[config.mk]
export PLATFORM = sky130hd
export DESIGN_NAME = slave_controller_flat
export DESIGN_NICKNAME = d
export VERILOG_FILES = /design/src/wdg_pkg.sv /design/src/slave_link_if.sv /design/src/slave_controller.sv /design/src/flat_wrapper.sv
export VERILOG_INCLUDE_DIRS = /design/src
export SDC_FILE = /design/constraint.sdc
export NUM_CORES = 1
export LEC_CHECK = 0
export ABC_AREA = 0
export BUFFER_PORTS_ARGS = -buffer_cell sky130_fd_sc_hd__buf_4
export CORE_UTILIZATION = 25
export DETAILED_ROUTE_END_ITERATION = 16
export SLEW_MARGIN = 20
export SYNTH_ARGS = -nofsm -noshare
export SYNTH_HDL_FRONTEND = slang
export SYNTH_SLANG_ARGS = --single-unit
[constraint.sdc]
create_clock -name REF_CLK -period 3.42 [get_ports REF_CLK]
set_input_delay 0.342 -clock REF_CLK [delete_from_list [all_inputs] [get_ports REF_CLK]]
set_output_delay 0.342 -clock REF_CLK [all_outputs]
set_load 0.02 [all_outputs]
[src/wdg_map.svh]
// Register offsets, reset values and timing constants for the slave watchdog
`ifndef WDG_MAP_SVH
`define WDG_MAP_SVH
`define PRESCALER_OFS 16'h0400
`define LOCAL_WDG_OFS 16'h0410
`define BUS_WDG_OFS 16'h0420
`define STATE_REQ_OFS 16'h0120
`define STATE_ACK_OFS 16'h0130
`define WDG_STATUS_OFS 16'h0440
`define SAFE_VALUE_OFS 16'h0F00
`define OUT_DATA_OFS 16'h0F10
`define PRESCALER_RST 16'h09C2
`define BUS_WDG_RST 16'h03E8
`define LOCAL_WDG_RST 16'h03E8
`define BASE_TICK_NS 40
`define CLK_PERIOD_NS 5
`define BASE_DIV (`BASE_TICK_NS / `CLK_PERIOD_NS)
`define PRESCALER_EXTRA 2
`endif

[src/wdg_pkg.sv]
// Types shared by both ends of the slave control link
package wdg_pkg;
    typedef enum logic [2:0] {
        ST_INIT = 3'h1,
        ST_CONFIG = 3'h2,
        ST_BOOT = 3'h3,
        ST_GUARDED = 3'h4,
        ST_RUN = 3'h0
    } slave_state_t;
    typedef enum logic [1:0] {
        KIND_REG = 2'h0,
        KIND_MAILBOX = 2'h1,
        KIND_FILE = 2'h2,
        KIND_PROCESS = 2'h3
    } access_kind_t;
endpackage

[src/slave_link_if.sv]
// Interface joining the bus master end and the slave controller end
`timescale 1ns/100ps
interface slave_link_if;
    logic req;
    logic wr;
    wdg_pkg::access_kind_t kind;
    logic [15:0] addr;
    logic [15:0] wdata;
    logic ack;
    logic err;
    logic [15:0] rdata;
    modport master(output req, wr, kind, addr, wdata,
        input ack, err, rdata);
    modport slave(input req, wr, kind, addr, wdata,
        output ack, err, rdata);
endinterface

[src/slave_controller.sv]
// Slave controller: watchdogs, register map and slave state machine
`timescale 1ns/100ps
`include "wdg_map.svh"
module slave_controller #(
    parameter int WIDTH = 16,
    parameter int IO_WIDTH = 8
) (
    input wire logic REF_CLK,
    input wire logic RST_B,
    slave_link_if.slave LINK,
    input wire logic LOCAL_ACCESS,
    input wire logic MAILBOX_CFG_OK,
    input wire logic PROCESS_CFG_OK,
    input wire logic [IO_WIDTH-1:0] INPUTS,
    output logic [IO_WIDTH-1:0] OUTPUTS,
    output logic [IO_WIDTH-1:0] INPUT_IMAGE,
    output logic BUS_WDG_EXPIRED,
    output logic LOCAL_WDG_EXPIRED,
    output logic [2:0] STATE
);
    localparam logic [3:0] BASE_DIV_M1 = 4'(`BASE_DIV - 1);
    logic [3:0] base_cnt_q;
    logic [WIDTH-1:0] pre_cnt_q;
    logic [WIDTH-1:0] prescaler_q, local_time_q, bus_time_q;
    logic [WIDTH-1:0] bus_cnt_q, local_cnt_q;
    logic [IO_WIDTH-1:0] safe_q, out_data_q, image_q, outputs_q;
    logic bus_exp_q, local_exp_q;
    wdg_pkg::slave_state_t state_q;
    logic ack_q, err_q;
    logic [15:0] rdata_q;

    wire base_tick = (base_cnt_q == BASE_DIV_M1);
    wire [WIDTH:0] pre_limit = {1'b0, prescaler_q} + (WIDTH+1)'(1);
    // Catches up at once when the prescaler shrinks
    wire wdg_tick = base_tick && ({1'b0, pre_cnt_q} >= pre_limit);
    wire is_proc = LINK.kind == wdg_pkg::KIND_PROCESS;
    wire is_mbx = LINK.kind == wdg_pkg::KIND_MAILBOX;
    wire is_file = LINK.kind == wdg_pkg::KIND_FILE;
    wire in_run = state_q == wdg_pkg::ST_RUN;
    wire in_guard = state_q == wdg_pkg::ST_GUARDED;
    wire in_cfg = state_q == wdg_pkg::ST_CONFIG;
    wire in_boot = state_q == wdg_pkg::ST_BOOT;
    wire proc_ok = in_guard || in_run;
    wire mbx_ok = in_cfg || in_guard || in_run;
    wire file_ok = mbx_ok || in_boot;
    wire allowed = (LINK.kind == wdg_pkg::KIND_REG) || (is_proc && proc_ok)
        || (is_mbx && mbx_ok) || (is_file && file_ok);
    wire take = LINK.req && !ack_q;
    wire good = take && allowed;
    wire proc_done = good && is_proc;
    wire reg_wr = good && LINK.wr && LINK.kind == wdg_pkg::KIND_REG;
    wire proc_wr = proc_done && LINK.wr;
    wire [IO_WIDTH-1:0] wlow = LINK.wdata[IO_WIDTH-1:0];
    wire [15:0] rd_mux =
        (LINK.addr == `PRESCALER_OFS) ? 16'(prescaler_q) :
        (LINK.addr == `LOCAL_WDG_OFS) ? 16'(local_time_q) :
        (LINK.addr == `BUS_WDG_OFS) ? 16'(bus_time_q) :
        (LINK.addr == `STATE_ACK_OFS) ? {13'h0000, state_q} :
        (LINK.addr == `WDG_STATUS_OFS) ? {14'h0000, local_exp_q, bus_exp_q} :
        (LINK.addr == `SAFE_VALUE_OFS) ? 16'(safe_q) :
        (is_proc) ? 16'(image_q) : 16'h0000;
    wire bus_en = bus_time_q != '0;
    wire local_en = local_time_q != '0;
    wire st_wr = reg_wr && LINK.addr == `STATE_REQ_OFS;
    wire [2:0] rq = LINK.wdata[2:0];
    wire go_cfg = in_boot ? rq == 3'(wdg_pkg::ST_INIT) :
        MAILBOX_CFG_OK && rq == 3'(wdg_pkg::ST_CONFIG) &&
        state_q == wdg_pkg::ST_INIT;
    wire go_boot = rq == 3'(wdg_pkg::ST_BOOT) && state_q == wdg_pkg::ST_INIT;
    wire go_guard = rq == 3'(wdg_pkg::ST_GUARDED) && PROCESS_CFG_OK &&
        (in_cfg || in_run);
    wire go_run = rq == 3'(wdg_pkg::ST_RUN) && in_guard;
    wire go_down = (rq == 3'(wdg_pkg::ST_INIT)) ||
        (rq == 3'(wdg_pkg::ST_CONFIG) && (in_guard || in_run));

    always_ff @(posedge REF_CLK or negedge RST_B) begin
        if (!RST_B) begin
            base_cnt_q <= 4'h0;
            pre_cnt_q <= '0;
        end else begin
            base_cnt_q <= base_tick ? 4'h0 : base_cnt_q + 4'h1;
            if (wdg_tick)
                pre_cnt_q <= '0;
            else if (base_tick)
                pre_cnt_q <= pre_cnt_q + WIDTH'(1);
        end
    end

    always_ff @(posedge REF_CLK or negedge RST_B) begin
        if (!RST_B) begin
            prescaler_q <= WIDTH'(`PRESCALER_RST);
            local_time_q <= WIDTH'(`LOCAL_WDG_RST);
            bus_time_q <= WIDTH'(`BUS_WDG_RST);
            safe_q <= '0;
        end else if (reg_wr) begin
            if (LINK.addr == `PRESCALER_OFS)
                prescaler_q <= LINK.wdata[WIDTH-1:0];
            if (LINK.addr == `LOCAL_WDG_OFS)
                local_time_q <= LINK.wdata[WIDTH-1:0];
            if (LINK.addr == `BUS_WDG_OFS)
                bus_time_q <= LINK.wdata[WIDTH-1:0];
            if (LINK.addr == `SAFE_VALUE_OFS)
                safe_q <= wlow;
        end
    end

    always_ff @(posedge REF_CLK or negedge RST_B) begin
        if (!RST_B) begin
            bus_cnt_q <= '0;
            bus_exp_q <= 1'b0;
        end else if (proc_done || !bus_en) begin
            bus_cnt_q <= '0;
            bus_exp_q <= 1'b0;
        end else if (wdg_tick && !bus_exp_q) begin
            bus_cnt_q <= bus_cnt_q + WIDTH'(1);
            bus_exp_q <= bus_cnt_q + WIDTH'(1) >= bus_time_q;
        end
    end

    always_ff @(posedge REF_CLK or negedge RST_B) begin
        if (!RST_B) begin
            local_cnt_q <= '0;
            local_exp_q <= 1'b0;
        end else if (LOCAL_ACCESS || !local_en) begin
            local_cnt_q <= '0;
            local_exp_q <= 1'b0;
        end else if (wdg_tick && !local_exp_q) begin
            local_cnt_q <= local_cnt_q + WIDTH'(1);
            local_exp_q <= local_cnt_q + WIDTH'(1) >= local_time_q;
        end
    end

    always_ff @(posedge REF_CLK or negedge RST_B) begin
        if (!RST_B) begin
            state_q <= wdg_pkg::ST_INIT;
        end else if (st_wr) begin
            if (go_cfg || go_boot || go_guard || go_run || go_down)
                state_q <= wdg_pkg::slave_state_t'(rq);
        end
    end

    always_ff @(posedge REF_CLK or negedge RST_B) begin
        if (!RST_B)
            image_q <= '0;
        else if ((st_wr && go_guard) || proc_ok)
            image_q <= INPUTS;
    end

    always_ff @(posedge REF_CLK or negedge RST_B) begin
        if (!RST_B) begin
            out_data_q <= '0;
            outputs_q <= '0;
        end else begin
            if (proc_wr)
                out_data_q <= wlow;
            if (in_run && !bus_exp_q && !local_exp_q)
                outputs_q <= out_data_q;
            else
                outputs_q <= safe_q;
        end
    end

    always_ff @(posedge REF_CLK or negedge RST_B) begin
        if (!RST_B) begin
            ack_q <= 1'b0;
            err_q <= 1'b0;
            rdata_q <= 16'h0000;
        end else begin
            ack_q <= take;
            err_q <= take && !allowed;
            rdata_q <= rd_mux;
        end
    end

    assign LINK.ack = ack_q;
    assign LINK.err = err_q;
    assign LINK.rdata = rdata_q;
    assign OUTPUTS = outputs_q;
    assign INPUT_IMAGE = image_q;
    assign BUS_WDG_EXPIRED = bus_exp_q;
    assign LOCAL_WDG_EXPIRED = local_exp_q;
    assign STATE = state_q;
endmodule

[src/flat_wrapper.sv]
// flat-port wrapper written by rule: the top's interface ports become plain ports
module slave_controller_flat 
#(
    parameter int WIDTH = 16,
    parameter int IO_WIDTH = 8
)
  (REF_CLK, RST_B, LOCAL_ACCESS, MAILBOX_CFG_OK, PROCESS_CFG_OK, INPUTS, OUTPUTS, INPUT_IMAGE, BUS_WDG_EXPIRED, LOCAL_WDG_EXPIRED, STATE, LINK_req, LINK_wr, LINK_kind, LINK_addr, LINK_wdata, LINK_ack, LINK_err, LINK_rdata);
  slave_link_if LINK_i ();
  input wire logic REF_CLK;
  input wire logic RST_B;
  input wire logic LOCAL_ACCESS;
  input wire logic MAILBOX_CFG_OK;
  input wire logic PROCESS_CFG_OK;
  input wire logic [IO_WIDTH-1:0] INPUTS;
  output logic [IO_WIDTH-1:0] OUTPUTS;
  output logic [IO_WIDTH-1:0] INPUT_IMAGE;
  output logic BUS_WDG_EXPIRED;
  output logic LOCAL_WDG_EXPIRED;
  output logic [2:0] STATE;
  input wire logic [$bits(LINK_i.req)-1:0] LINK_req;
  input wire logic [$bits(LINK_i.wr)-1:0] LINK_wr;
  input wire logic [$bits(LINK_i.kind)-1:0] LINK_kind;
  input wire logic [$bits(LINK_i.addr)-1:0] LINK_addr;
  input wire logic [$bits(LINK_i.wdata)-1:0] LINK_wdata;
  output wire logic [$bits(LINK_i.ack)-1:0] LINK_ack;
  output wire logic [$bits(LINK_i.err)-1:0] LINK_err;
  output wire logic [$bits(LINK_i.rdata)-1:0] LINK_rdata;
  assign LINK_i.req = LINK_req;
  assign LINK_i.wr = LINK_wr;
  assign LINK_i.kind = LINK_kind;
  assign LINK_i.addr = LINK_addr;
  assign LINK_i.wdata = LINK_wdata;
  assign LINK_ack = LINK_i.ack;
  assign LINK_err = LINK_i.err;
  assign LINK_rdata = LINK_i.rdata;
  slave_controller #(.WIDTH(WIDTH), .IO_WIDTH(IO_WIDTH)) u_core (.REF_CLK(REF_CLK), .RST_B(RST_B), .LINK(LINK_i), .LOCAL_ACCESS(LOCAL_ACCESS), .MAILBOX_CFG_OK(MAILBOX_CFG_OK), .PROCESS_CFG_OK(PROCESS_CFG_OK), .INPUTS(INPUTS), .OUTPUTS(OUTPUTS), .INPUT_IMAGE(INPUT_IMAGE), .BUS_WDG_EXPIRED(BUS_WDG_EXPIRED), .LOCAL_WDG_EXPIRED(LOCAL_WDG_EXPIRED), .STATE(STATE));
endmodule
==> impl_metrics.ini <==
[critical_path]
worstReg2RegStart = u_core.prescaler_q[3]
crit_fanout = 51
max_stage_delay_ns = 0.48
path_buf_inv = 1
reg2regPathDepth = 12
crit_cells = 12
crit_required_ns = 3.78
critical_path_class = reg2reg
crit_top_cell = nand3_1
crit_path_cell_trace = and4_1, and4_2, nand3_1, xor2_1, ha_1, nand3_1, nor3_1, o311a_1, o31ai_4, buf_12, or4_1, a21oi_1
cp-start-kind = register
crit_path_top_delay_cell = or4_1
crit_start = u_core.prescaler_q[3]
critical_path.top_delay_family = simple AND/OR/NAND/NOR gates
cp.arrival_ns = 3.60
reg2reg_slack_ns = 0.18
endpoint_kind = register

[grt]
busiest_layer = met2
grt_pass1_vias = 7027
grt_max_degree = 67
grt_pass1_wl_mm = 38.40
grt_use_met1 = 0.1937
grt_use_met2 = 0.1984
antenna_found_initial = 0
grt_usage = 0.1361
met3_usage = 0.03727
grt.overflow.total = 0

[min_path]
hold_start = INPUTS[5]
hp-class = in2reg
min_path_cells = 2

[drt]
routedWlPerCell_um = 16.64
drt_iter0_markers = 490
drc = 0
viasPerCell = 4.922
vias = 6985
drt_pass1_iterations = 5
ant_nets = 0
drt-total-wl_mm = 23.62

[clock_tree]
clock_sinks = 155
clk_latency_ns = 0.45
clk_pin_slew_ns = 0.07
htreeDepth = 4
cts_buffers = 17
root_buffer = clkbuf_16
cts_tree = yes
clock_path_buffers = 2
post_cts_buffers = 0

[synthesis]
synth-seq-cells = 155
synth_simple_gate_area_frac = 0.1646
synth_edf_count = 0
syn_nets = 954
netlist_instances = 852
synth_compound_area_frac = 0.1106
ys_seq_area_frac = 0.4338
synthTopCellsByArea = dfrtp_1 (38%), mux2_2 (9.6%), ha_1 (7.4%), dfstp_2 (5.3%), xnor2_1 (3.4%)
synth_fa_ha_area_frac = 0.07374
yosysMostFrequentCell = dfrtp_1
synth_area_mm2 = 0.008992
synth_warnings = 0
postSynthAreaPerCell_um2 = 10.55
yosysTopAreaCell = dfrtp_1
synth.distinct_cells = 63
synth_mux_area_frac = 0.1320
synth_top_family_by_area = simple AND/OR/NAND/NOR gates
synth_ff_type = dfrtp_1
synthArstFlopShare = 1.000
synth_xor_xnor_area_share = 0.05259
synth_top_area_share = 0.3812
synth_common_cells = dfrtp_1 (137), mux2_2 (77), a21oi_1 (57), nand2_1 (54), ha_1 (53)

[timing]
fin_crit_sh = 0.9472
slew-limit-headroom = 0.2852
fin_skew_ns = 0.01228
finalCriticalPeriod_ns = 3.239
rsz0062_at_grt = false
maxSlewViolCount = 0
final-hold-violation-count = 0
holdWs_ns = 0.1242
finalSetupViolations = 0
tns_ns = 0
max_freq_mhz = 308.7
max_slew.worst_pin.slew_ns = 1.072

[layout]
fin_cells = 1419
seq_area_mm2 = 0.003901
multi_input_area_mm2 = 0.004813
fin_area_mm2 = 0.01087
diodes = 0
area_delta_synth_final_pct = 20.83
drive_gt1_frac = 0.2714
nets = 1047
fillers = 3617

[outcome]
status = finished, final reports clean

[power]
cellLeakagePower_nw = 4.765
vdd_drop_max_v = 0.0003485
power.density_mw_per_mm2 = 386.1

[place]
dpl_cell_area_mm2 = 0.01024
dpl.cell_count = 1386
gp_congestion = 0.8191
dpl.hpwl_mm = 17.64
io_buffers = 87

[run]
maxCapViolCount = 0

[floorplan]
coreArea_mm2 = 0.03548
dieArea_mm2 = 0.03673
start_util = 0.2534
pin_count = 88
die_w_um = 191.7
rows = 69
die_y_um = 191.7
## metrics by stage
stage	util	power [mW]	setup WS, ns
after detailed placement	0.2886	2.244	0.01930
after floorplan	-	2.061	0.4128
after global placement	0.2886	2.240	0.1144
after CTS	0.3060	4.235	0.04275
after global routing	0.3062	4.348	0.01203
final	0.3062	4.195	0.1807
## power by group
group | switching [mW] | internal, mW | total, mW
Combinational | 0.161 | 0.133 | 0.294
Sequential | 0.0238 | 1.89 | 1.91
Clock | 0.814 | 1.17 | 1.99
## state kept, by name, summed over array words and instances, names as in the netlist, 3 cells and up
| signal | cells |
|---|---|
| u_core.local_cnt_q | 16 |
| u_core.safe_q | 8 |
| u_core.INPUT_IMAGE | 8 |
| u_core.bus_time_q | 16 |
| u_core.prescaler_q | 16 |
| u_core.pre_cnt_q | 16 |
| u_core.LINK.rdata | 16 |
| u_core.OUTPUTS | 8 |
| u_core.base_cnt_q | 4 |
| u_core.bus_cnt_q | 16 |
| u_core.out_data_q | 8 |
| u_core.local_time_q | 16 |
| u_core.STATE | 3 |
## cell usage in the layout (no fill, tap or decap), types with 4 or more instances in the layout
| cell type | count |
|---|---|
| a211oi_1 | 4 |
| a21o_1 | 7 |
| a21oi_1 | 57 |
| a221oi_1 | 6 |
| and3_1 | 20 |
| and4_1 | 4 |
| buf_4 | 101 |
| clkbuf_16 | 17 |
| dfrtp_1 | 137 |
| dfstp_2 | 18 |
| ha_1 | 53 |
| inv_1 | 39 |
| mux2_2 | 77 |
| mux2_4 | 8 |
| mux2i_1 | 20 |
| nand2_1 | 54 |
| nand2b_1 | 9 |
| nand3_1 | 28 |
| nand4_1 | 19 |
| nor2_1 | 33 |
| nor2b_1 | 11 |
| nor3_1 | 11 |
| nor4_1 | 11 |
| o21a_1 | 4 |
| o21ai_0 | 27 |
| o31ai_1 | 30 |
| or3_1 | 5 |
| or4_1 | 26 |
| xnor2_1 | 35 |
| xor2_1 | 19 |
## worst paths after layout
check,endpoint
max,u_core.local_cnt_q[10]
min,u_core.INPUT_IMAGE[5]
max reg2reg,u_core.local_cnt_q[10]
min reg2reg,u_core.base_cnt_q[0]
max in group asynchronous,u_core.bus_time_q[9]
min in group asynchronous,u_core.STATE[2]
## area by class of cell
cell class                      instances  area share
Clock buffer                           20     0.04111
Clock inverter                         12     0.01485
Inverter                               39     0.01347
Multi-Input combinational cell        627      0.4430
Sequential cell                       155      0.3591
Tap cell                              461     0.05309
Timing Repair Buffer                  105     0.07543
## layer usage
metal / part of all wire / wire, um
met5: 0 / 0
met4: 0.011 / 252
met3: 0.056 / 1319
met2: 0.44 / 10290
met1: 0.50 / 11750
## repair_timing
item / in CTS / in global routing
hold buffers: 1 / 0
resized for setup: 0 / 4
hold endpoints to repair: 54 / 0
endpoints found under the setup margin: 0 / 26
## kinds of logic (layout without fill, tap and decap cells)
family,after synthesis,in the layout
DFF,155,155
xor gates and xnor gates,54,54
muxes,105,105
and+or+nand+nor,259,259
AOI/OAI and AO/OA,156,156
adders and majority gates,53,53
buffers and inverters,70,176
Note: power is estimated with default switching activity, not from simulation.
